File: src/rtl/pcs_defines.svh
// Purpose: Register indices, field positions and reset values
// Assumes: Byte address of a register is four times its index
// Notes: Definitions only
`ifndef PCS_DEFINES_SVH
`define PCS_DEFINES_SVH

// ----------------------------------------------------------------
// Register indices
// ----------------------------------------------------------------
`define IDX_CS2_MODE 8'h28
`define IDX_CS2_START 8'h29
`define IDX_CS2_STOP 8'h2a
`define IDX_CS2_UPPER 8'h2b
`define IDX_ALT_MODE 8'h2c
`define IDX_ALT_START 8'h2d
`define IDX_ALT_STOP 8'h2e
`define IDX_ALT_UPPER 8'h2f
`define IDX_STATUS 8'h31

// ----------------------------------------------------------------
// Mode register fields
// ----------------------------------------------------------------
`define F_SPACE 7
`define F_WIDTH 5
`define F_MONITOR 4
`define F_AUX_HI 3
`define F_AUX_LO 2
`define F_QUAL_HI 1
`define F_QUAL_LO 0
`define MODE_WR_MASK 8'hbf

// ----------------------------------------------------------------
// Reset values
// ----------------------------------------------------------------
`define RST_CS2_MODE 8'h00
`define RST_ALT_MODE 8'h0c
`define RST_WINDOW 8'h00

// ----------------------------------------------------------------
// Combine select encodings
// ----------------------------------------------------------------
`define COMB_ZERO 2'h0
`define COMB_TWO 2'h2

`endif

File: src/rtl/pcs_pkg.sv
// Purpose: Shared types of the chip select decoder
// Assumes: Nothing beyond the defines header
// Notes: Qualify encodings are those of the mode fields
package pcs_pkg;

  typedef enum logic [1:0] {
    QUAL_OFF = 2'h0,
    QUAL_READ = 2'h1,
    QUAL_WRITE = 2'h2,
    QUAL_DECODE = 2'h3
  } qualify_e;

  typedef logic [7:0] reg8_t;

endpackage : pcs_pkg

File: src/rtl/chip_select_decode.sv
// Purpose: Programmable chip select two and alternate select decoder
// Assumes: Bus pins synchronous to mclk, APB register access
// Notes: Select outputs are registered, one cycle after the bus
//
// The implementer's own choice: the APB interface to the registers.
`timescale 1ns/10ps
`include "pcs_defines.svh"
module chip_select_decode
  import pcs_pkg::*;
(
  input wire logic mclk, // Clock, 250 MHz
  input wire logic rst, // Synchronous reset, active high
  input wire logic psel, // APB select
  input wire logic penable, // APB enable
  input wire logic pwrite, // APB direction
  input wire logic [11:0] paddr, // APB byte address
  input wire logic [31:0] pwdata, // APB write data
  output logic [31:0] prdata, // APB read data
  output logic pready, // APB ready
  output logic pslverr, // APB error on unmapped address
  input wire logic [19:0] isaAddr, // Bus address
  input wire logic ioRdN, // I/O read strobe, active low
  input wire logic ioWrN, // I/O write strobe, active low
  input wire logic memRdN, // Memory read strobe, active low
  input wire logic memWrN, // Memory write strobe, active low
  input wire logic ioCs16N, // Peripheral I/O 16-bit, active low
  input wire logic memCs16N, // Peripheral memory 16-bit, active low
  input wire logic chipSelectZeroN, // Select zero, active low
  output logic chipSelectTwoN, // Select two, active low
  output logic altSelectN, // Alternate select, active low
  output logic cycle16, // Run a 16-bit cycle
  output logic activityPulse // Activity timer retrigger
);

  // ----------------------------------------------------------------
  // Registers
  // ----------------------------------------------------------------
  reg8_t cs2Mode_q;
  reg8_t cs2Low_q;
  reg8_t cs2High_q;
  reg8_t cs2Upper_q;
  reg8_t altMode_q;
  reg8_t altLow_q;
  reg8_t altHigh_q;
  reg8_t altUpper_q;
  logic [31:0] prdata_q;
  logic pslverr_q;
  logic cs2Act_q;
  logic altAct_q;
  logic cycle16_q;
  logic activity_q;
  logic monHit_q;

  // ----------------------------------------------------------------
  // APB decode
  // ----------------------------------------------------------------
  wire logic [9:0] regIdx;
  wire logic aligned;
  wire logic setup;
  wire logic wrTake;
  wire reg8_t wrByte;
  wire logic hitCs2Mode;
  wire logic hitCs2Low;
  wire logic hitCs2High;
  wire logic hitCs2Upper;
  wire logic hitAltMode;
  wire logic hitAltLow;
  wire logic hitAltHigh;
  wire logic hitAltUpper;
  wire logic hitStatus;
  wire logic mapped;
  logic [7:0] rdByte;

  function automatic logic idxHit(input logic [9:0] idx,
                                  input logic [7:0] want);
    idxHit = (idx == {2'h0, want});
  endfunction : idxHit

  assign regIdx = paddr[11:2];
  assign aligned = (paddr[1:0] == 2'h0);
  assign setup = psel && !penable;
  assign wrByte = pwdata[7:0];
  assign hitCs2Mode = aligned && idxHit(regIdx, `IDX_CS2_MODE);
  assign hitCs2Low = aligned && idxHit(regIdx, `IDX_CS2_START);
  assign hitCs2High = aligned && idxHit(regIdx, `IDX_CS2_STOP);
  assign hitCs2Upper = aligned && idxHit(regIdx, `IDX_CS2_UPPER);
  assign hitAltMode = aligned && idxHit(regIdx, `IDX_ALT_MODE);
  assign hitAltLow = aligned && idxHit(regIdx, `IDX_ALT_START);
  assign hitAltHigh = aligned && idxHit(regIdx, `IDX_ALT_STOP);
  assign hitAltUpper = aligned && idxHit(regIdx, `IDX_ALT_UPPER);
  assign hitStatus = aligned && idxHit(regIdx, `IDX_STATUS);
  assign mapped = hitCs2Mode || hitCs2Low || hitCs2High ||
                  hitCs2Upper || hitAltMode || hitAltLow ||
                  hitAltHigh || hitAltUpper || hitStatus;
  assign wrTake = psel && penable && pwrite && mapped;

  // Unmapped reads return zero
  always_comb begin
    rdByte = 8'h00;
    if (hitCs2Mode) begin
      rdByte = cs2Mode_q;
    end else if (hitCs2Low) begin
      rdByte = cs2Low_q;
    end else if (hitCs2High) begin
      rdByte = cs2High_q;
    end else if (hitCs2Upper) begin
      rdByte = cs2Upper_q;
    end else if (hitAltMode) begin
      rdByte = altMode_q;
    end else if (hitAltLow) begin
      rdByte = altLow_q;
    end else if (hitAltHigh) begin
      rdByte = altHigh_q;
    end else if (hitAltUpper) begin
      rdByte = altUpper_q;
    end else if (hitStatus) begin
      rdByte = {4'h0, activity_q, cycle16_q, altAct_q, cs2Act_q};
    end
  end

  // Read data and error latched in setup, shown in access phase
  always_ff @(posedge mclk) begin
    if (rst) begin
      prdata_q <= 32'h0000_0000;
      pslverr_q <= 1'b0;
    end else if (setup) begin
      prdata_q <= pwrite ? 32'h0000_0000 : {24'h00_0000, rdByte};
      pslverr_q <= !mapped;
    end
  end

  assign prdata = prdata_q;
  assign pslverr = pslverr_q;
  assign pready = psel && penable;

  // ----------------------------------------------------------------
  // Register writes
  // ----------------------------------------------------------------
  // Bit 6 of each mode register is held at zero
  always_ff @(posedge mclk) begin
    if (rst) begin
      cs2Mode_q <= `RST_CS2_MODE;
      cs2Low_q <= `RST_WINDOW;
      cs2High_q <= `RST_WINDOW;
      cs2Upper_q <= `RST_WINDOW;
      altMode_q <= `RST_ALT_MODE;
      altLow_q <= `RST_WINDOW;
      altHigh_q <= `RST_WINDOW;
      altUpper_q <= `RST_WINDOW;
    end else if (wrTake) begin
      if (hitCs2Mode) cs2Mode_q <= wrByte & `MODE_WR_MASK;
      if (hitCs2Low) cs2Low_q <= wrByte;
      if (hitCs2High) cs2High_q <= wrByte;
      if (hitCs2Upper) cs2Upper_q <= wrByte;
      if (hitAltMode) altMode_q <= wrByte & `MODE_WR_MASK;
      if (hitAltLow) altLow_q <= wrByte;
      if (hitAltHigh) altHigh_q <= wrByte;
      if (hitAltUpper) altUpper_q <= wrByte;
    end
  end

  // ----------------------------------------------------------------
  // Field extraction
  // ----------------------------------------------------------------
  wire logic cs2Mem;
  wire logic altMem;
  wire logic [1:0] cs2Qual;
  wire logic [1:0] altQual;
  wire logic [1:0] combineSel;
  wire logic ioRd;
  wire logic ioWr;
  wire logic memRd;
  wire logic memWr;

  assign cs2Mem = cs2Mode_q[`F_SPACE];
  assign altMem = altMode_q[`F_SPACE];
  assign cs2Qual = cs2Mode_q[`F_QUAL_HI:`F_QUAL_LO];
  assign altQual = altMode_q[`F_QUAL_HI:`F_QUAL_LO];
  assign combineSel = altMode_q[`F_AUX_HI:`F_AUX_LO];
  // Strobes turned active high
  assign ioRd = !ioRdN;
  assign ioWr = !ioWrN;
  assign memRd = !memRdN;
  assign memWr = !memWrN;

  // ----------------------------------------------------------------
  // Decode
  // ----------------------------------------------------------------
  wire logic cs2Hit;
  wire logic altHit;
  wire logic cs2Act;
  wire logic altRaw;

  // Both selects watch the same address and strobes
  select_window u_cs2Window (
    .spaceMem(cs2Mem),
    .windowLow(cs2Low_q),
    .windowHigh(cs2High_q),
    .upperCompare(cs2Upper_q),
    .addr(isaAddr),
    .hit(cs2Hit)
  );

  select_window u_altWindow (
    .spaceMem(altMem),
    .windowLow(altLow_q),
    .windowHigh(altHigh_q),
    .upperCompare(altUpper_q),
    .addr(isaAddr),
    .hit(altHit)
  );

  select_qualify u_cs2Qualify (
    .qualify(cs2Qual),
    .spaceMem(cs2Mem),
    .hit(cs2Hit),
    .ioRd(ioRd),
    .ioWr(ioWr),
    .memRd(memRd),
    .memWr(memWr),
    .active(cs2Act)
  );

  select_qualify u_altQualify (
    .qualify(altQual),
    .spaceMem(altMem),
    .hit(altHit),
    .ioRd(ioRd),
    .ioWr(ioWr),
    .memRd(memRd),
    .memWr(memWr),
    .active(altRaw)
  );

  // ----------------------------------------------------------------
  // Combine, width and activity
  // ----------------------------------------------------------------
  wire logic combineTerm;
  wire logic altAct;
  wire logic cs2Wide;
  wire logic altWide;
  wire logic wide;
  wire logic monHit;

  // Width bit forces 16 bits, else the reply of the select's space
  function automatic logic wantWide(input logic widthBit,
                                    input logic spaceMem,
                                    input logic ioCs16,
                                    input logic memCs16);
    wantWide = widthBit || (spaceMem ? memCs16 : ioCs16);
  endfunction : wantWide

  // Reserved encoding behaves as no combine
  assign combineTerm = (combineSel == `COMB_ZERO) ? !chipSelectZeroN :
                       (combineSel == `COMB_TWO) ? cs2Act : 1'b1;
  assign altAct = altRaw && combineTerm;
  assign cs2Wide = cs2Act && wantWide(cs2Mode_q[`F_WIDTH], cs2Mem,
                                      !ioCs16N, !memCs16N);
  assign altWide = altAct && wantWide(altMode_q[`F_WIDTH], altMem,
                                      !ioCs16N, !memCs16N);
  assign wide = cs2Wide || altWide;
  assign monHit = (cs2Act && cs2Mode_q[`F_MONITOR]) ||
                  (altAct && altMode_q[`F_MONITOR]);

  // One pulse per access, on the rising edge of a monitored hit
  always_ff @(posedge mclk) begin
    if (rst) begin
      cs2Act_q <= 1'b0;
      altAct_q <= 1'b0;
      cycle16_q <= 1'b0;
      monHit_q <= 1'b0;
      activity_q <= 1'b0;
    end else begin
      cs2Act_q <= cs2Act;
      altAct_q <= altAct;
      cycle16_q <= wide;
      monHit_q <= monHit;
      activity_q <= monHit && !monHit_q;
    end
  end

  assign chipSelectTwoN = !cs2Act_q;
  assign altSelectN = !altAct_q;
  assign cycle16 = cycle16_q;
  assign activityPulse = activity_q;

endmodule : chip_select_decode

File: src/rtl/select_window.sv
// Purpose: Address window match for one programmable select
// Assumes: Address is sampled as synchronous to mclk
// Notes: Purely combinational
`timescale 1ns/10ps
module select_window
  import pcs_pkg::*;
(
  input wire logic spaceMem, // 1 memory space, 0 I/O space
  input wire reg8_t windowLow, // Lowest matching value
  input wire reg8_t windowHigh, // Highest matching value
  input wire reg8_t upperCompare, // Upper address compare
  input wire logic [19:0] addr, // Bus address
  output logic hit // Address lies inside window
);

  function automatic logic inRange(input reg8_t v, input reg8_t lo,
                                   input reg8_t hi);
    inRange = (v >= lo) && (v <= hi);
  endfunction : inRange

  wire reg8_t cmpField;
  wire logic rangeOk;
  wire logic upperIo;
  wire logic upperMem;
  wire logic upperOk;

  assign cmpField = spaceMem ? addr[15:8] : addr[7:0];
  assign rangeOk = inRange(cmpField, windowLow, windowHigh);
  assign upperIo = (addr[15:8] == upperCompare);
  assign upperMem = (addr[19:16] == upperCompare[3:0]);
  assign upperOk = spaceMem ? upperMem : upperIo;
  assign hit = rangeOk && upperOk;

endmodule : select_window

File: src/rtl/select_qualify.sv
// Purpose: Strobe qualification of one programmable select
// Assumes: Strobes are active high here
// Notes: Purely combinational
`timescale 1ns/10ps
module select_qualify
  import pcs_pkg::*;
(
  input wire logic [1:0] qualify, // Qualify field
  input wire logic spaceMem, // 1 memory space, 0 I/O space
  input wire logic hit, // Window match
  input wire logic ioRd, // I/O read strobe
  input wire logic ioWr, // I/O write strobe
  input wire logic memRd, // Memory read strobe
  input wire logic memWr, // Memory write strobe
  output logic active // Select asserted
);

  wire logic rdStrobe;
  wire logic wrStrobe;
  wire qualify_e mode;

  assign mode = qualify_e'(qualify);
  assign rdStrobe = spaceMem ? memRd : ioRd;
  assign wrStrobe = spaceMem ? memWr : ioWr;

  always_comb begin
    case (mode)
      QUAL_OFF: active = 1'b0;
      QUAL_READ: active = hit && rdStrobe;
      QUAL_WRITE: active = hit && wrStrobe;
      QUAL_DECODE: active = hit;
      default: active = 1'b0;
    endcase
  end

endmodule : select_qualify

File: config.mk
export PLATFORM = sky130hd
export DESIGN_NAME = chip_select_decode
export DESIGN_NICKNAME = d
export VERILOG_FILES = /design/src/rtl/pcs_pkg.sv /design/src/rtl/chip_select_decode.sv /design/src/rtl/select_window.sv /design/src/rtl/select_qualify.sv
export VERILOG_INCLUDE_DIRS = /design/src /design/src/rtl
export SDC_FILE = /design/constraint.sdc
export NUM_CORES = 1
export LEC_CHECK = 0
export BUFFER_PORTS_ARGS = -buffer_cell sky130_fd_sc_hd__buf_2
export CAP_MARGIN = 20
export CELL_PAD_IN_SITES_DETAIL_PLACEMENT = 0
export CELL_PAD_IN_SITES_GLOBAL_PLACEMENT = 1
export CORE_ASPECT_RATIO = 0.75
export CORE_UTILIZATION = 25
export CTS_BUF_LIST = sky130_fd_sc_hd__clkbuf_4 sky130_fd_sc_hd__clkbuf_8 sky130_fd_sc_hd__clkbuf_16
export DETAILED_ROUTE_END_ITERATION = 12
export PLACE_DENSITY = 0.67
export SYNTH_ARGS = -nofsm -noshare
export SYNTH_HDL_FRONTEND = slang
export SYNTH_SLANG_ARGS = --single-unit
File: constraint.sdc
create_clock -name mclk -period 2.8 [get_ports mclk]
set_clock_uncertainty 0.1 [all_clocks]
set_input_delay 0.14 -clock mclk [delete_from_list [all_inputs] [get_ports mclk]]
set_output_delay 0.14 -clock mclk [all_outputs]
set_load 0.005 [all_outputs]
* Word-level counts from Yosys, hierarchy flattened
Cells that the tools add are included. W data, S select, Z words.
Storage, ports and cells: register bits 100, bits in latches 0, bits in writable memories 0, bits in read-only memories 0, input bits 76, output and inout port bits 38, word-level logic and storage cells 126, memories 0
Operators by class: add/subtract/negate cells 0, multiply operators 0, div/mod/pow operators 0, order comparisons 4, equality and inequality tests 20, shift operators 0, multiplexer cells 24, bitwise logic cells 0, reduce and logical (&&, ||, !) cells 63
Operator list (count):
- $eq A10 B6 Y1 const B | 9
- $mux W8 | 11
- $logic_and A1 B1 Y1 | 27
- $eq A8 B8 Y1 | 2
- $ge A8 B8 Y1 | 2
- $le A8 B8 Y1 | 2
- $reduce_and A2 Y1 | 8
- $logic_not A1 Y1 | 12
- $logic_or A1 B1 Y1 | 12
- $eq A2 B2 Y1 const B | 5
- $mux W1 | 10
- $eq A4 B4 Y1 | 2
- $logic_not A2 Y1 | 4
- $pmux W1 S4 | 2
- $eq A2 B1 Y1 const B | 2
- $mux W4 | 1

* Longest topological paths before layout
Gate-level depths: netlist (run 1).
depth after elaboration 12, depth in mapped cells 10, depth with buffers taken out 9

* By module
A second synthesis (run 1) with hierarchy kept.
Unflattened totals: cell total of the unflattened synthesis 605, area total of the unflattened synthesis 5335.1 um^2
By module, submodules not included:
- chip_select_decode | times used 1, cells each 433, area each 3886.2 um^2, seq. area each 1521.5 um^2
- select_window | times used 2, cells each 78, area each 644.4 um^2, seq. area each 0.0 um^2
- select_qualify | times used 2, cells each 8, area each 80.1 um^2, seq. area each 0.0 um^2

* Worst setup path after synthesis (run 1)
Ideal clock, no wire load.
path kind register -> register, from reg cs2Mode_q[7], to reg activity_q (netlist: activityPulse), library setup time 0.070 ns, data arrival time 2.572 ns, required time 2.630 ns, slack 0.058 ns, cell stages (with the launch flop) 11, buffers on the path 1, period minus slack after synthesis 2.742 ns, path through dfxtp_1 > clkbuf_1 > mux2_2 > ha_1 > nor2b_1 > o211ai_1 > a21oi_1 > o22a_1 > nor4_1 > o211ai_1 > a21oi_1
Between the ends: longest elaborated chain between the ends 12, elaborated cells on any way between the ends 18, those cells by class order compare: 2; mux: 7; reduce/logical: 9
RTL lines:
- start: declaration | line chip_select_decode.sv:38 | reg8_t cs2Mode_q;
- start signal: assignment | line chip_select_decode.sv:142 | cs2Mode_q <= `RST_CS2_MODE;
- start signal: assignment | line chip_select_decode.sv:151 | if (hitCs2Mode) cs2Mode_q <= wrByte & `MODE_WR_MASK;
- $mux W8 | line select_window.sv:27 | assign cmpField = spaceMem ? addr[15:8] : addr[7:0];
- $ge A8 B8 Y1 / $le A8 B8 Y1 (equally long branches) | line select_window.sv:18 | inRange = (v >= lo) && (v <= hi);
- $logic_and A1 B1 Y1 | line select_window.sv:18
- $logic_and A1 B1 Y1 | line select_window.sv:32 | assign hit = rangeOk && upperOk;
- $logic_and A1 B1 Y1, on equally long branches | line select_qualify.sv:30, select_qualify.sv:29
- $pmux W1 S4 * | line select_qualify.sv:27 | case (mode)
- $mux W1 | line chip_select_decode.sv:255 | (combineSel == `COMB_TWO) ? cs2Act : 1'b1;
- $mux W1 | line chip_select_decode.sv:254 | assign combineTerm = (combineSel == `COMB_ZERO) ? !chipSelectZeroN :
- $logic_and A1 B1 Y1 | line chip_select_decode.sv:256 | assign altAct = altRaw && combineTerm;
- $logic_and A1 B1 Y1 | line chip_select_decode.sv:263 | (altAct && altMode_q[`F_MONITOR]);
- $logic_or A1 B1 Y1 * | line chip_select_decode.sv:262 | assign monHit = (cs2Act && cs2Mode_q[`F_MONITOR]) ||
- $logic_and A1 B1 Y1 * | line chip_select_decode.sv:278 | activity_q <= monHit && !monHit_q;
- end signal: assignment | line chip_select_decode.sv:278
- end: declaration | line chip_select_decode.sv:51 | logic activity_q;
Mark *: on every way between the ends. The rest lies on a longest branch, timed or not. A chain may end at the register's enable or synchronous reset.

* Worst setup path after layout (run 1)
from reg altMode_q[7], to reg activity_q (netlist: activityPulse)
Between the ends: longest elaborated chain between the ends 10, elaborated cells on any way between the ends 15, those cells by class order compare: 2; mux: 5; reduce/logical: 8
RTL lines:
- start: declaration | line chip_select_decode.sv:42 | reg8_t altMode_q;
- start signal: assignment | line chip_select_decode.sv:146 | altMode_q <= `RST_ALT_MODE;
- start signal: assignment | line chip_select_decode.sv:155 | if (hitAltMode) altMode_q <= wrByte & `MODE_WR_MASK;
- $mux W8 | line select_window.sv:27
- $ge A8 B8 Y1 / $le A8 B8 Y1 (equally long branches) | line select_window.sv:18
- $logic_and A1 B1 Y1 | line select_window.sv:18
- $logic_and A1 B1 Y1 | line select_window.sv:32
- $logic_and A1 B1 Y1, on equally long branches | line select_qualify.sv:30, select_qualify.sv:29
- $pmux W1 S4 * | line select_qualify.sv:27
- $logic_and A1 B1 Y1 * | line chip_select_decode.sv:256
- $logic_and A1 B1 Y1 * | line chip_select_decode.sv:263
- $logic_or A1 B1 Y1 * | line chip_select_decode.sv:262
- $logic_and A1 B1 Y1 * | line chip_select_decode.sv:278
Marks and branches as above.

==> metrics.md, run 1 <==
| Metric | Value |
|---|---|
| Status | finished with violations |
| Failing checks | DRC |
| Initial antenna violation count | 0 |
| DRT antenna net count | 0 |
| Static Leak | ~2.5 nW |
| Worst setup endpoint | activityPulse |
| Drt first-iter violations | around 380 |
| Unique cell type count in the Yosys netlist | 55 |
| Total grt overflow | 0 |
| Die area | approximately 0.021 mm2 |
| Largest net degree at the start of global routing | 72 |
| Mapped cell area | 0.00505 mm2 |
| Dpl hpwl | 13.3 mm |
| Crit path DAT | around 2.9 ns |
| RD Place Congestion | 0.894 |
| Max Fclk | 369 MHz |
| Worst slew pin tran | roughly 0.81 ns |
| Final setup viols | 0 |
| Via count | approximately 4300 |
| Post-synthesis sequential area ratio | roughly 30% |
| Die Y | approximately 130 um |
| Port Buffer Count | 65 |
| CTS tree | built |
| Total Power | 2.52 mW |
| Clock latency on the worst-skew pair | 0.35 ns |
| Core Region | between 0.015 and 0.02 mm2 |
| DRC Markers | 6 |
| Commonest non-fill, non-tap cell in the layout | dfxtp_1 |
| Worst hold path type | input pin to flop |
| Worst-case clock buffer depth | 2 |
| Max Slew Vio Count | 0 |
| Slowest CP cell | dfxtp_2 |
| Area contributors post-synth | dfxtp_1 30%, mux2i_1 13%, ha_1 9.4% |
| Hold_sp | pwdata[6] |
| Clk root buf | clkbuf_16 |
| Drt pass-1 iters | 9 |
| R2R Setup Slk | around 0.092 ns |
| WP data required | 2.98 ns |
| CP Depth | 10 |
| Syn Inst Count | approximately 580 |
| Power density cells | approximately 430 mW/mm2 |
| Cell Count Post-Placement | between 800 and 900 |
| Hold path cells | 3 |
| Slack of the critical path | approximately 0.09 ns |
| Final cell count without fillers | between 800 and 900 |
| Crit path max fanout | 9 |
| Final worst path period need | between 2 and 3 ns |
| CP endpoint kind | flop |
| DR vias/cell | around 4.8 |
| Commonest non-fill, non-tap cells in the layout | 74 x dfxtp_1, 71 x nor2_1, 68 x mux2i_1, 65 x buf_2, 43 x a21oi_1 |
| Syn avg cell area | ~9 um2 |
| Final antenna diode count | 0 |
| Maximum VDD drop | between 200 and 300 uV |
| Synth warn | 0 |
| CP max stage delay | ~0.45 ns |
| Initial Util | around 26% |
| Row Count | 44 |
| CP Class | flop to flop |
| Area leader, netlist | dfxtp_1 |
| Fin crit share | between 90% and 100% |
| Worst Path Buf+Inv | 1 |
| Number of global-route vias before repair | around 3900 |
| RSZ-0062 raised after global routing | false |
| Setup WS pre-CTS | -0.0611 ns |
| Worst Setup SP | altMode_q[7] |
| RR Startpoint | altMode_q[7] |
| Rel. slew slack | a little under half |
| Chip Width | around 170 um |
| Tot GR Track Use | between 15 and 20% |
| Hold Vio Cnt, Final | 0 |
| Post-Route WL | 17.2 mm |
| Register bit count reported by yosys | between 70 and 80 |
| Share of layout cells above drive strength 1 | about a fifth |
| Cells along the critical path | mux2_2 -> ha_1 -> nor2b_1 -> o211ai_1 -> a21oi_1 -> o22a_1 -> a211oi_1 -> buf_4 -> o211ai_1 -> a21oi_1 |
| Synthesis-to-finish area growth | 16.8% |
| Top-Level Pins | ~110 |
| Worst R2R Path Depth | 10 |
| Critical Path Start Type | flop |
| # H-tree levels | 3 |
| Hold WS | roughly 0.036 ns |
| R2R Path End | activityPulse |
| CTS sink cnt | 76 |
| First-pass GRT wire length | between 20 and 30 mm |
| Max cap viols | 0 |
| Per-cell routed wire length | 19.2 um |
| Worst path top cell family by delay | compound AO/OA/AOI/OAI gates |
| Top cell type's share of synthesized area | 30.1% |
| Clock transition at the registers of the reported paths | 0.07 ns |
| Num CTS Buffers | 9 |
| Net count, final | approximately 750 |
## cells in the mapped netlist (all sizes together)
cell type / n
ha: 38
o221ai: 5
o21bai: 3
clkbuf: 18
a2111oi: 2
nor3b: 1
nand3b: 2
xnor2: 16
a221oi: 3
nor3: 2
nand3: 8
o2111ai: 1
a211oi: 3
o22a: 2
conb: 1
mux2: 15
inv: 39
a21oi: 43
nor4b: 2
and2: 1
mux4: 5
o22ai: 3
a2bb2oi: 1
o21a: 3
nor2: 72
o21ai: 22
a21o: 1
mux2i: 68
nor2b: 5
xor2: 8
a211o: 3
nand4: 7
nand2b: 4
o32ai: 1
and3: 6
nor4: 8
nand2: 34
o211ai: 3
a32oi: 1
dfxtp: 76
a22oi: 7
buf: 32
## how the worst min path moves through the flow
stage	endpoint	slack, ns
floorplan	altUpper_q[6]	0.18
global placement	activityPulse	0.27
detailed placement	activityPulse	0.27
CTS	altUpper_q[6]	0.03
global route	altUpper_q[6]	0.03
finish	altUpper_q[6]	0.04
## state kept, by name, summed over array words and instances, names as in the netlist
register	flops
altUpper_q	8
monHit_q	1
pslverr	1
altMode_q	7
altHigh_q	8
cycle16	1
cs2Act_q	1
cs2High_q	8
activityPulse	1
altAct_q	1
cs2Mode_q	7
altLow_q	8
cs2Upper_q	8
prdata	8
cs2Low_q	8
## power by group
group / switching, mW / internal, mW
clock network: 0.539 / 0.623
registers: 0.000427 / 1.08
logic: 0.178 / 0.0970
total: 0.717 / 1.80
## cells by family after synthesis
family,after synthesis,synth area share (%)
AO/OA/AOI/OAI,107,13.1
XOR/XNOR,24,4.16
adder cells (fa/ha/maj),38,9.41
buffers and inverters,89,8.62
flip-flops,76,30.1
multiplexers,88,19.0
other,1,0.0742
AND/OR/NAND/NOR,152,15.5
## tightest hold or removal path, stage by stage
cell,delay [ns]
buf_2,0.16
nand2_1,0.07
a21oi_1,0.05
## per-stage QoR
stage,utilization [%],instance area (um2),setup TNS (ns)
6_report,30.1,5900,0
3_3_place_gp,28.6,5600,-0.0700
2_1_floorplan,-,5140,0
3_5_place_dp,28.6,5600,-0.0611
4_1_cts,30.1,5900,0
5_1_grt,30.1,5900,0
## metal layers
layer / wire length, um / GRT usage, % / vias to the layer above / part of all wire (%)
li1: - / - / 2095 / -
met1: 9320 / 27.2 / 2062 / 54
met2: 6290 / 20.4 / 175 / 37
met3: 1500 / 4.31 / 11 / 8.7
met4: 110 / 2.80 / 0 / 0.64
met5: 0 / 0 / - / 0
## timing repair
item | in CTS | in global routing
setup buffers | 0 | 0
pin swaps | 0 | 0
hold buffers | 0 | 0
endpoints found under the setup margin | 2 | 2
gates resized for setup | 2 | 1
hold endpoints to repair | 0 | 0
## layout make-up
cell class / count / area [um2]
flip-flops and latches: 76 / 1520
multi-input cells: 433 / 3190
repair buffers: 80 / 438
clock buffers: 9 / 225
fillers: 2151 / 13700
inverters: 39 / 146
clock inverters: 7 / 62.6
well taps: 253 / 317
Note: power is estimated with default switching activity, not from simulation.
==> run 2, diff against run 1 <==
--- a/config.mk
+++ b/config.mk
@@ -14,7 +14,8 @@
 export CORE_UTILIZATION = 25
 export CTS_BUF_LIST = sky130_fd_sc_hd__clkbuf_4 sky130_fd_sc_hd__clkbuf_8 sky130_fd_sc_hd__clkbuf_16
 export DETAILED_ROUTE_END_ITERATION = 12
-export PLACE_DENSITY = 0.67
+export PLACE_DENSITY = 0.66
 export SYNTH_ARGS = -nofsm -noshare
 export SYNTH_HDL_FRONTEND = slang
+export SYNTH_HIERARCHICAL = 1
 export SYNTH_SLANG_ARGS = --single-unit
==> metrics.md, run 2 <==
| Metric | Value |
|---|---|
| Synthesis-to-finish area growth | 24.1% |
| Drt pass-1 iters | 5 (-4) |
| Mux contribution to synthesized area | 17.7% (-1.3 points) |
| Synth Area in XOR/XNOR | 3.94% (-0.22 points) |
| Clock network fraction of design power | 44.5% (-1.6 points) |
| Top-count cell post-synth | dfxtp_1 |
| Unique cell type count in the Yosys netlist | 63 (+15%) |
| Syn Inst Count | 605 (+5.2%) |
| Final antenna diode count | 0 (unchanged) |
| DR vias/cell | 4.67 (-3.6%) |
| DRT antenna net count | 0 (unchanged) |
| Drt first-iter violations | 293 (-22%) |
| Total grt overflow | 0 (unchanged) |
| Commonest non-fill, non-tap cell in the layout | dfxtp_1 |
| Worst slew pin tran | 0.681 ns (-0.133 ns) |
| Initial antenna violation count | 0 (unchanged) |
| Crit path max fanout | 4 (-5) |
| Gate power share | 13.3% (+2.4 points) |
| DP Area | 0.00606 mm2 (+8.2%) |
| CP Class | flop to flop |
| Hold Vio Cnt, Final | 0 (unchanged) |
| Top post-synthesis cells by count | 76 x dfxtp_1, 71 x nor2_1, 63 x mux2i_1 |
| Synth Area in Compound Gates | 12.8% (-0.29 points) |
| Per-cell routed wire length | 18.1 um (-5.9%) |
| Area leader, netlist | dfxtp_1 |
| CP max stage delay | 0.40 ns (-0.05 ns) |
| First-pass GRT wire length | 26.4 mm (+4.9%) |
| Switching Share | 26.8% (-1.7 points) |
| Top FF cell, synth | dfxtp_1 |
| Routing usage on met1 | 23.9% (-3.3 points) |
| Cell Count Post-Placement | 956 (+8.5%) |
| Max Fclk | 334 MHz (-9.5%) |
| WP data required | 2.94 ns (-0.04 ns) |
| RSZ-0062 raised after global routing | true |
| Fin crit share | 107% (+10 points) |
| Async set-reset flop share out of synthesis | 0% (unchanged) |
| Rel. slew slack | 54.6% (+8.9 points) |
| Largest net degree at the start of global routing | 34 (-53%) |
| Global-route layer with the greatest usage | met2 |
| Slack of the critical path | -0.193 ns (-0.285 ns) |
| Sequential share of power | 42.2% (-0.8 points) |
| Number of global-route vias before repair | 4378 (+12%) |
| Top cell type's share of synthesized area | 28.5% (-1.6 points) |
| Static Leak | 2.65 nW (+4.6%) |
| Maximum VDD drop | 263 uV (-12%) |
| Slowest CP cell | dfxtp_4 |
| CTS tree | built |
| Area contributors post-synth | dfxtp_1 29%, mux2i_1 12%, ha_1 8.9% |
| Chip Width | 171 um (+2.7%) |
| Number of synthesized flops with an enable pin | 0 (unchanged) |
| Final instance area | 0.00662 mm2 (+12%) |
| RD Place Congestion | 0.836 (-6.5%) |
| Synth Area in Simple Gates | 19.0% (+3.5 points) |
| Clk root buf | clkbuf_16 |
| Die Y | 129 um (+2.7%) |
| Commonest non-fill, non-tap cells in the layout | 74 x dfxtp_1, 71 x nor2_1, 65 x buf_2, 62 x mux2i_1, 43 x inv_1 |
| Clock latency on the worst-skew pair | 0.34 ns (about the same) |
| CTS sink cnt | 76 (unchanged) |
| Core Region | 0.0206 mm2 (+4.9%) |
| Top-Level Pins | 114 (unchanged) |
| Initial Util | 26.0% (+0.18 points) |
| Register bit count reported by yosys | 76 (unchanged) |
| Post-Route WL | 17.6 mm (+2.4%) |
| Synth warn | 6 (+6) |
| Post-layout util | 32.2% (+2.1 points) |
| Met3 Use GR | 2.52% (-1.8 points) |
| Met2 usage | 25.0% (+4.6 points) |
| Mapped cell area | 0.00534 mm2 (+5.6%) |
| # H-tree levels | 3 (unchanged) |
| DRC Markers | 0 (-6) |
| Via count | 4561 (+5.0%) |
| Dpl hpwl | 14.2 mm (+6.3%) |
| Status | finished with violations |
| Net Sw Power | 0.686 mW (-4.2%) |
| Final cell count without fillers | 977 (+8.9%) |
| Fin Setup TNS | -0.420 ns (-0.420 ns) |
| Post-synthesis sequential area ratio | 28.5% (-1.6 points) |
| Largest family of logic cells by synthesized area | simple AND/OR/NAND/NOR gates |
| Crit path DAT | 3.13 ns (+0.24 ns) |
| Max cap viols | 0 (unchanged) |
| Row Count | 45 (+2.3%) |
| Adder-cell share of the synthesized area | 8.91% (-0.50 points) |
| Worst hold path type | input pin to flop |
| Worst-case clock buffer depth | 2 (unchanged) |
| Total Power | 2.56 mW (+1.8%) |
| Share of layout cells above drive strength 1 | 28.1% (+7.9 points) |
| Power density cells | 387 mW/mm2 (-9.2%) |
| Final worst path period need | 2.99 ns (+0.285 ns) |
| Cells along the critical path | mux2i_2 -> ha_1 -> nand2b_4 -> a2111oi_4 -> a2111oi_4 -> a2111oi_2 -> nor3_2 -> nor3b_2 -> inv_1 -> mux2i_1 -> nor2_1 -> nor3b_2 -> a22o_1 -> nor2b_4 |
| Die area | 0.0219 mm2 (+5.5%) |
| Internal | 1.88 mW (+4.3%) |
| Max Slew Vio Count | 0 (unchanged) |
| CP endpoint kind | flop |
| Critical Path Start Type | flop |
| Syn avg cell area | 8.82 um2 (+0.36%) |
| Port Buffer Count | 65 (unchanged) |
| Final setup viols | 4 (+4) |
| Tot GR Track Use | 16.3% (-0.25 points) |
| Net count, final | 804 (+6.8%) |
| Failing checks | setup timing |
| Clock transition at the registers of the reported paths | 0.07 ns (about the same) |
| Num CTS Buffers | 9 (unchanged) |
run 2: cell types whose count changed in the layout (fill, tap and decap cells not counted), sizes merged, moves of 5 or more:
cell   before  now
a31oi       0    7
nand3       8   17
buf        80  107
nor3        2    9
nor2b       5   13
mux2i      68   63
a21oi      43   32
and3        6    1
a22oi       7    2
run 2: kinds of logic (layout without fill, tap and decap cells):
kind of cell / Yosys count / in the layout
fa+ha+maj: 38 / 38
compound gates: 97 / 97
other cells: 1 / 24
mux: 85 / 85
buf+inv: 99 / 166
flops: 76 / 76
simple gates: 185 / 185
xor+xnor: 24 / 24
run 2: layout make-up:
class	count	area (um2)
Fill cell	2201	13900
Multi-Input combinational cell	453	3620
Sequential cell	76	1530
Timing Repair Buffer	107	661
Tap cell	282	353
Clock buffer	10	250
Inverter	43	161
Clock inverter	6	45.0
run 2: repair_timing:
action                                  4_1_cts  5_1_grt
buffers inserted                              5        0
gates resized for setup                      26        9
hold buffers                                  0        0
pin swaps                                     6        7
endpoints found under the hold margin         0        0
endpoints found under the setup margin        5        5
run 2: worst max-delay path, delay by kind of cell, from the launching register on:
kind	cells	cell delay [ns]
fa+ha+maj	1	0.26
mux	2	0.31
compound gates	4	1.00
buf+inv	1	0.08
simple gates	6	0.75
flops	1	0.40
run 2: through the flow:
step	setup WS, ns	hold WS [ns]
global placement	-0.267	0.278
detailed placement	-0.287	0.275
finish	-0.193	0.0599
CTS	-0.182	0.0477
global route	-0.372	0.0590
floorplan	0.00776	0.184
run 2: metal layers:
metal / vias up / share of wire [%] / routed length (um)
li1: 2237 / - / -
met1: 2177 / 50 / 8860
met2: 130 / 44 / 7750
met3: 17 / 4.8 / 844
met4: 0 / 1.1 / 186
met5: - / 0 / 0
run 2: final timing paths:
path                start  cells past startpoint             to  slack [ns]
max          cs2Mode_q[7]                     14  activityPulse       -0.19
min reg2reg      monHit_q                      1  activityPulse        0.34
min               penable                      4        pslverr        0.06
max reg2reg  cs2Mode_q[7]                     14  activityPulse       -0.19
run 2: power groups by stage:
stage          Sequential (mW)  Clock (mW)  Combinational [mW]
3_3_place_gp              1.11           0               0.315
2_1_floorplan             1.11           0               0.207
3_5_place_dp              1.11           0               0.314
5_1_grt                   1.08        1.21               0.372
4_1_cts                   1.08        1.16               0.332
6_report                  1.08        1.14               0.341
==> run 3, diff against run 2 <==
--- a/config.mk
+++ b/config.mk
@@ -6,6 +6,7 @@
 export SDC_FILE = /design/constraint.sdc
 export NUM_CORES = 1
 export LEC_CHECK = 0
+export ABC_AREA = 1
 export BUFFER_PORTS_ARGS = -buffer_cell sky130_fd_sc_hd__buf_2
 export CAP_MARGIN = 20
 export CELL_PAD_IN_SITES_DETAIL_PLACEMENT = 0
@@ -14,7 +15,7 @@
 export CORE_UTILIZATION = 25
 export CTS_BUF_LIST = sky130_fd_sc_hd__clkbuf_4 sky130_fd_sc_hd__clkbuf_8 sky130_fd_sc_hd__clkbuf_16
 export DETAILED_ROUTE_END_ITERATION = 12
-export PLACE_DENSITY = 0.66
+export PLACE_DENSITY = 0.67
 export SYNTH_ARGS = -nofsm -noshare
 export SYNTH_HDL_FRONTEND = slang
 export SYNTH_HIERARCHICAL = 1
==> constraint.sdc (replaced) <==
create_clock -name mclk -period 3.1 [get_ports mclk]
set_clock_uncertainty 0.1 [all_clocks]
set_input_delay 0.155 -clock mclk [delete_from_list [all_inputs] [get_ports mclk]]
set_output_delay 0.155 -clock mclk [all_outputs]
set_load 0.005 [all_outputs]
==> metrics.md, run 3 <==
| Metric | Value |
|---|---|
| Status | completed |
| R2R Path End | activityPulse |
| Mapped cell area | 0.00568 mm2 (+6.5%) |
| Share of layout cells above drive strength 1 | 15.5% (-13 points) |
| R2R Setup Slk | 0.40 ns (+0.59 ns) |
| CTS tree | built |
| Top-count cell post-synth | nand2_1 |
| Row Count | 47 (+4.4%) |
| First-pass GRT wire length | 28.4 mm (+7.3%) |
| Post-layout util | 29.5% (-2.7 points) |
| CP max stage delay | 0.42 ns (+0.02 ns) |
| DRC Markers | 0 (unchanged) |
| Max Slew Vio Count | 0 (unchanged) |
| Fin Setup TNS | 0 ns (+0.420 ns) |
| Synth warn | 6 (unchanged) |
| Worst R2R Path Depth | 17 (+3) |
| Top FF cell, synth | dfxtp_1 |
| DP Area | 0.00620 mm2 (+2.3%) |
| Cells along the critical path | inv_2 -> o21ai_0 -> ha_1 -> nand2_1 -> nor2_1 -> nor2_1 -> nand2_1 -> nand2_1 -> nand2_1 -> nor2_1 -> nand2_1 -> a21oi_2 -> inv_1 -> nor2_1 -> a22o_1 -> inv_1 -> nor3_1 |
| Core Region | 0.0222 mm2 (+7.9%) |
| Worst setup endpoint | activityPulse |
| Num CTS Buffers | 9 (unchanged) |
| DR vias/cell | 4.39 (-5.9%) |
| Critical Path Start Type | flop |
| Static Leak | 3.14 nW (+18%) |
| Die Y | 133 um (+3.2%) |
| Net count, final | 1021 (+27%) |
| Number of synthesized flops with an enable pin | 0 (unchanged) |
| # H-tree levels | 3 (unchanged) |
| WP data required | 3.28 ns (+0.34 ns) |
| Final cell count without fillers | 1206 (+23%) |
| Rel. slew slack | 55.7% (+1.2 points) |
| Final worst path period need | 2.70 ns (-0.293 ns) |
| Per-cell routed wire length | 15.3 um (-15%) |
| Dpl hpwl | 14.7 mm (+3.4%) |
| Die area | 0.0234 mm2 (+6.5%) |
| Clock transition at the registers of the reported paths | 0.07 ns (about the same) |
| Total Power | 2.42 mW (-5.6%) |
| CP Class | flop to flop |
| Worst-case clock buffer depth | 2 (unchanged) |
| Met3 Use GR | 3.71% (+1.2 points) |
| Clock latency on the worst-skew pair | 0.35 ns (about the same) |
| Tot GR Track Use | 16.2% (-0.064 points) |
| Via count | 5298 (+16%) |
| Max Fclk | 370 MHz (+11%) |
| Final setup viols | 0 (-4) |
| Unique cell type count in the Yosys netlist | 44 (-30%) |
| Commonest non-fill, non-tap cells in the layout | 177 x nand2_1, 150 x inv_1, 79 x a21oi_1, 77 x o21ai_0, 76 x dfxtp_1 |
| Commonest non-fill, non-tap cell in the layout | nand2_1 |
| Initial antenna violation count | 0 (unchanged) |
| Power density cells | 370 mW/mm2 (-4.5%) |
| Maximum VDD drop | 299 uV (+14%) |
| Total grt overflow | 0 (unchanged) |
| Routing usage on met1 | 23.8% (-0.13 points) |
| Setup bufs post-CTS | 0 (-5) |
| Worst Setup SP | altMode_q[7] |
| Async set-reset flop share out of synthesis | 0% (unchanged) |
| Top post-synthesis cells by count | 177 x nand2_1, 150 x inv_1, 80 x o21ai_0 |
| Crit path DAT | 2.88 ns (-0.25 ns) |
| Syn avg cell area | 6.74 um2 (-24%) |
| RD Place Congestion | 0.840 (+0.48%) |
| Worst slew pin tran | 0.657 ns (-0.0243 ns) |
| Initial Util | 25.6% (-0.32 points) |
| Crit path max fanout | 13 (+9) |
| Drt pass-1 iters | 4 (-1) |
| Worst path top cell family by delay | simple AND/OR/NAND/NOR gates |
| Worst hold path type | input pin to flop |
| Largest net degree at the start of global routing | 65 (+91%) |
| Fin crit share | 87.1% (-20 points) |
| RSZ-0062 raised after global routing | false |
| Slowest CP cell | o21ai_0 |
| Synthesis-to-finish area growth | 15.1% |
| Syn Inst Count | 843 (+39%) |
| DRT antenna net count | 0 (unchanged) |
| Drt first-iter violations | 354 (+21%) |
| Clk root buf | clkbuf_16 |
| Number of global-route vias before repair | 4939 (+13%) |
| Chip Width | 176 um (+3.2%) |
| CP Depth | 17 (+3) |
| CP endpoint kind | flop |
| RR Startpoint | altMode_q[7] |
| Worst Path Buf+Inv | 3 (+2) |
| Final antenna diode count | 0 (unchanged) |
| Cell Count Post-Placement | 1190 (+24%) |
| Post-Route WL | 18.5 mm (+4.9%) |
| Top cell type's share of synthesized area | 26.8% (-1.8 points) |
| Area leader, netlist | dfxtp_1 |
| Final instance area | 0.00654 mm2 (-1.2%) |
| Post-synthesis sequential area ratio | 26.8% (-1.8 points) |
| CTS sink cnt | 76 (unchanged) |
| Most common cell on crit path | nand2_1 |
| Hold Vio Cnt, Final | 0 (unchanged) |
| Max cap viols | 0 (unchanged) |
| Area contributors post-synth | dfxtp_1 27%, nand2_1 12%, inv_1 9.9% |
| Port Buffer Count | 65 (unchanged) |
| Global-route layer with the greatest usage | met2 |
| Top-Level Pins | 114 (unchanged) |
| Met2 usage | 23.9% (-1.1 points) |
| Register bit count reported by yosys | 76 (unchanged) |
-- run 3: cell types whose count changed after synthesis, sizes merged, moves of 7 or more --
cell and change:
nand2 +149, inv +114, o21ai +81, mux2i -63, a21oi +54, clkbuf -19
nand3 +19, mux2 -16, nor2b -13, nand2b -8, xor2 -8, a31oi -7
nor2 -7
-- run 3: layout make-up --
type	count	area [um2]
fillers	2488	15600
flip-flops and latches	76	1520
inverters	161	617
clock inverters	7	106
repair buffers	73	385
clock buffers	9	225
well taps	294	368
multi-input cells	586	3320
-- run 3: repair_timing --
| item | in CTS | in global routing |
|---|---|---|
| resized for setup | 0 | 4 |
| hold buffers | 0 | 0 |
| setup endpoints to repair | 0 | 2 |
-- run 3: per-stage QoR --
step	setup WS (ns)	hold slack (ns)
floorplan	0.558	0.132
global placement	0.288	0.281
detailed placement	0.273	0.286
CTS	0.260	0.0139
global route	0.0658	0.0239
finish	0.400	0.0181
-- run 3: routing by layer --
| layer | vias to the layer above | share of wire (%) |
|---|---|---|
| met1 | 2382 | 52 |
| met2 | 118 | 42 |
| li1 | 2783 | - |
| met5 | - | 0 |
| met4 | 0 | 0.98 |
| met3 | 15 | 5.4 |
-- run 3: worst register-to-register path, stage by stage, from the launching register on --
cell,delay (ns)
dfxtp_1,0.38
inv_2,0.13
o21ai_0,0.42
ha_1,0.33
nand2_1,0.08
nor2_1,0.05
nor2_1,0.08
nand2_1,0.06
nand2_1,0.05
nand2_1,0.05
nor2_1,0.19
nand2_1,0.10
a21oi_2,0.10
inv_1,0.06
nor2_1,0.15
a22o_1,0.16
inv_1,0.05
nor3_1,0.12
-- run 3: cell families after synthesis --
family          share of synthesized area [%]
flops                                    26.8
fa+ha+maj                                8.36
buf+inv                                  16.5
other cells                            0.0660
simple gates                             26.4
xor+xnor                                 1.85
compound gates                           20.1
-- run 3: worst min path at each step --
stage	to	cells past startpoint	start	slack, ns
3_5_place_dp	activityPulse	1	monHit_q	0.29
2_1_floorplan	activityPulse	1	rst	0.13
6_report	pslverr	3	penable	0.02
3_3_place_gp	activityPulse	1	monHit_q	0.28
5_1_grt	pslverr	3	penable	0.02
4_1_cts	altLow_q[1]	3	pwdata[1]	0.01
-- run 3: power by group --
group | switching [mW] | internal, mW
Sequential | 0.000314 | 0.977
Clock | 0.481 | 0.720
Combinational | 0.160 | 0.0834
Total | 0.642 | 1.78
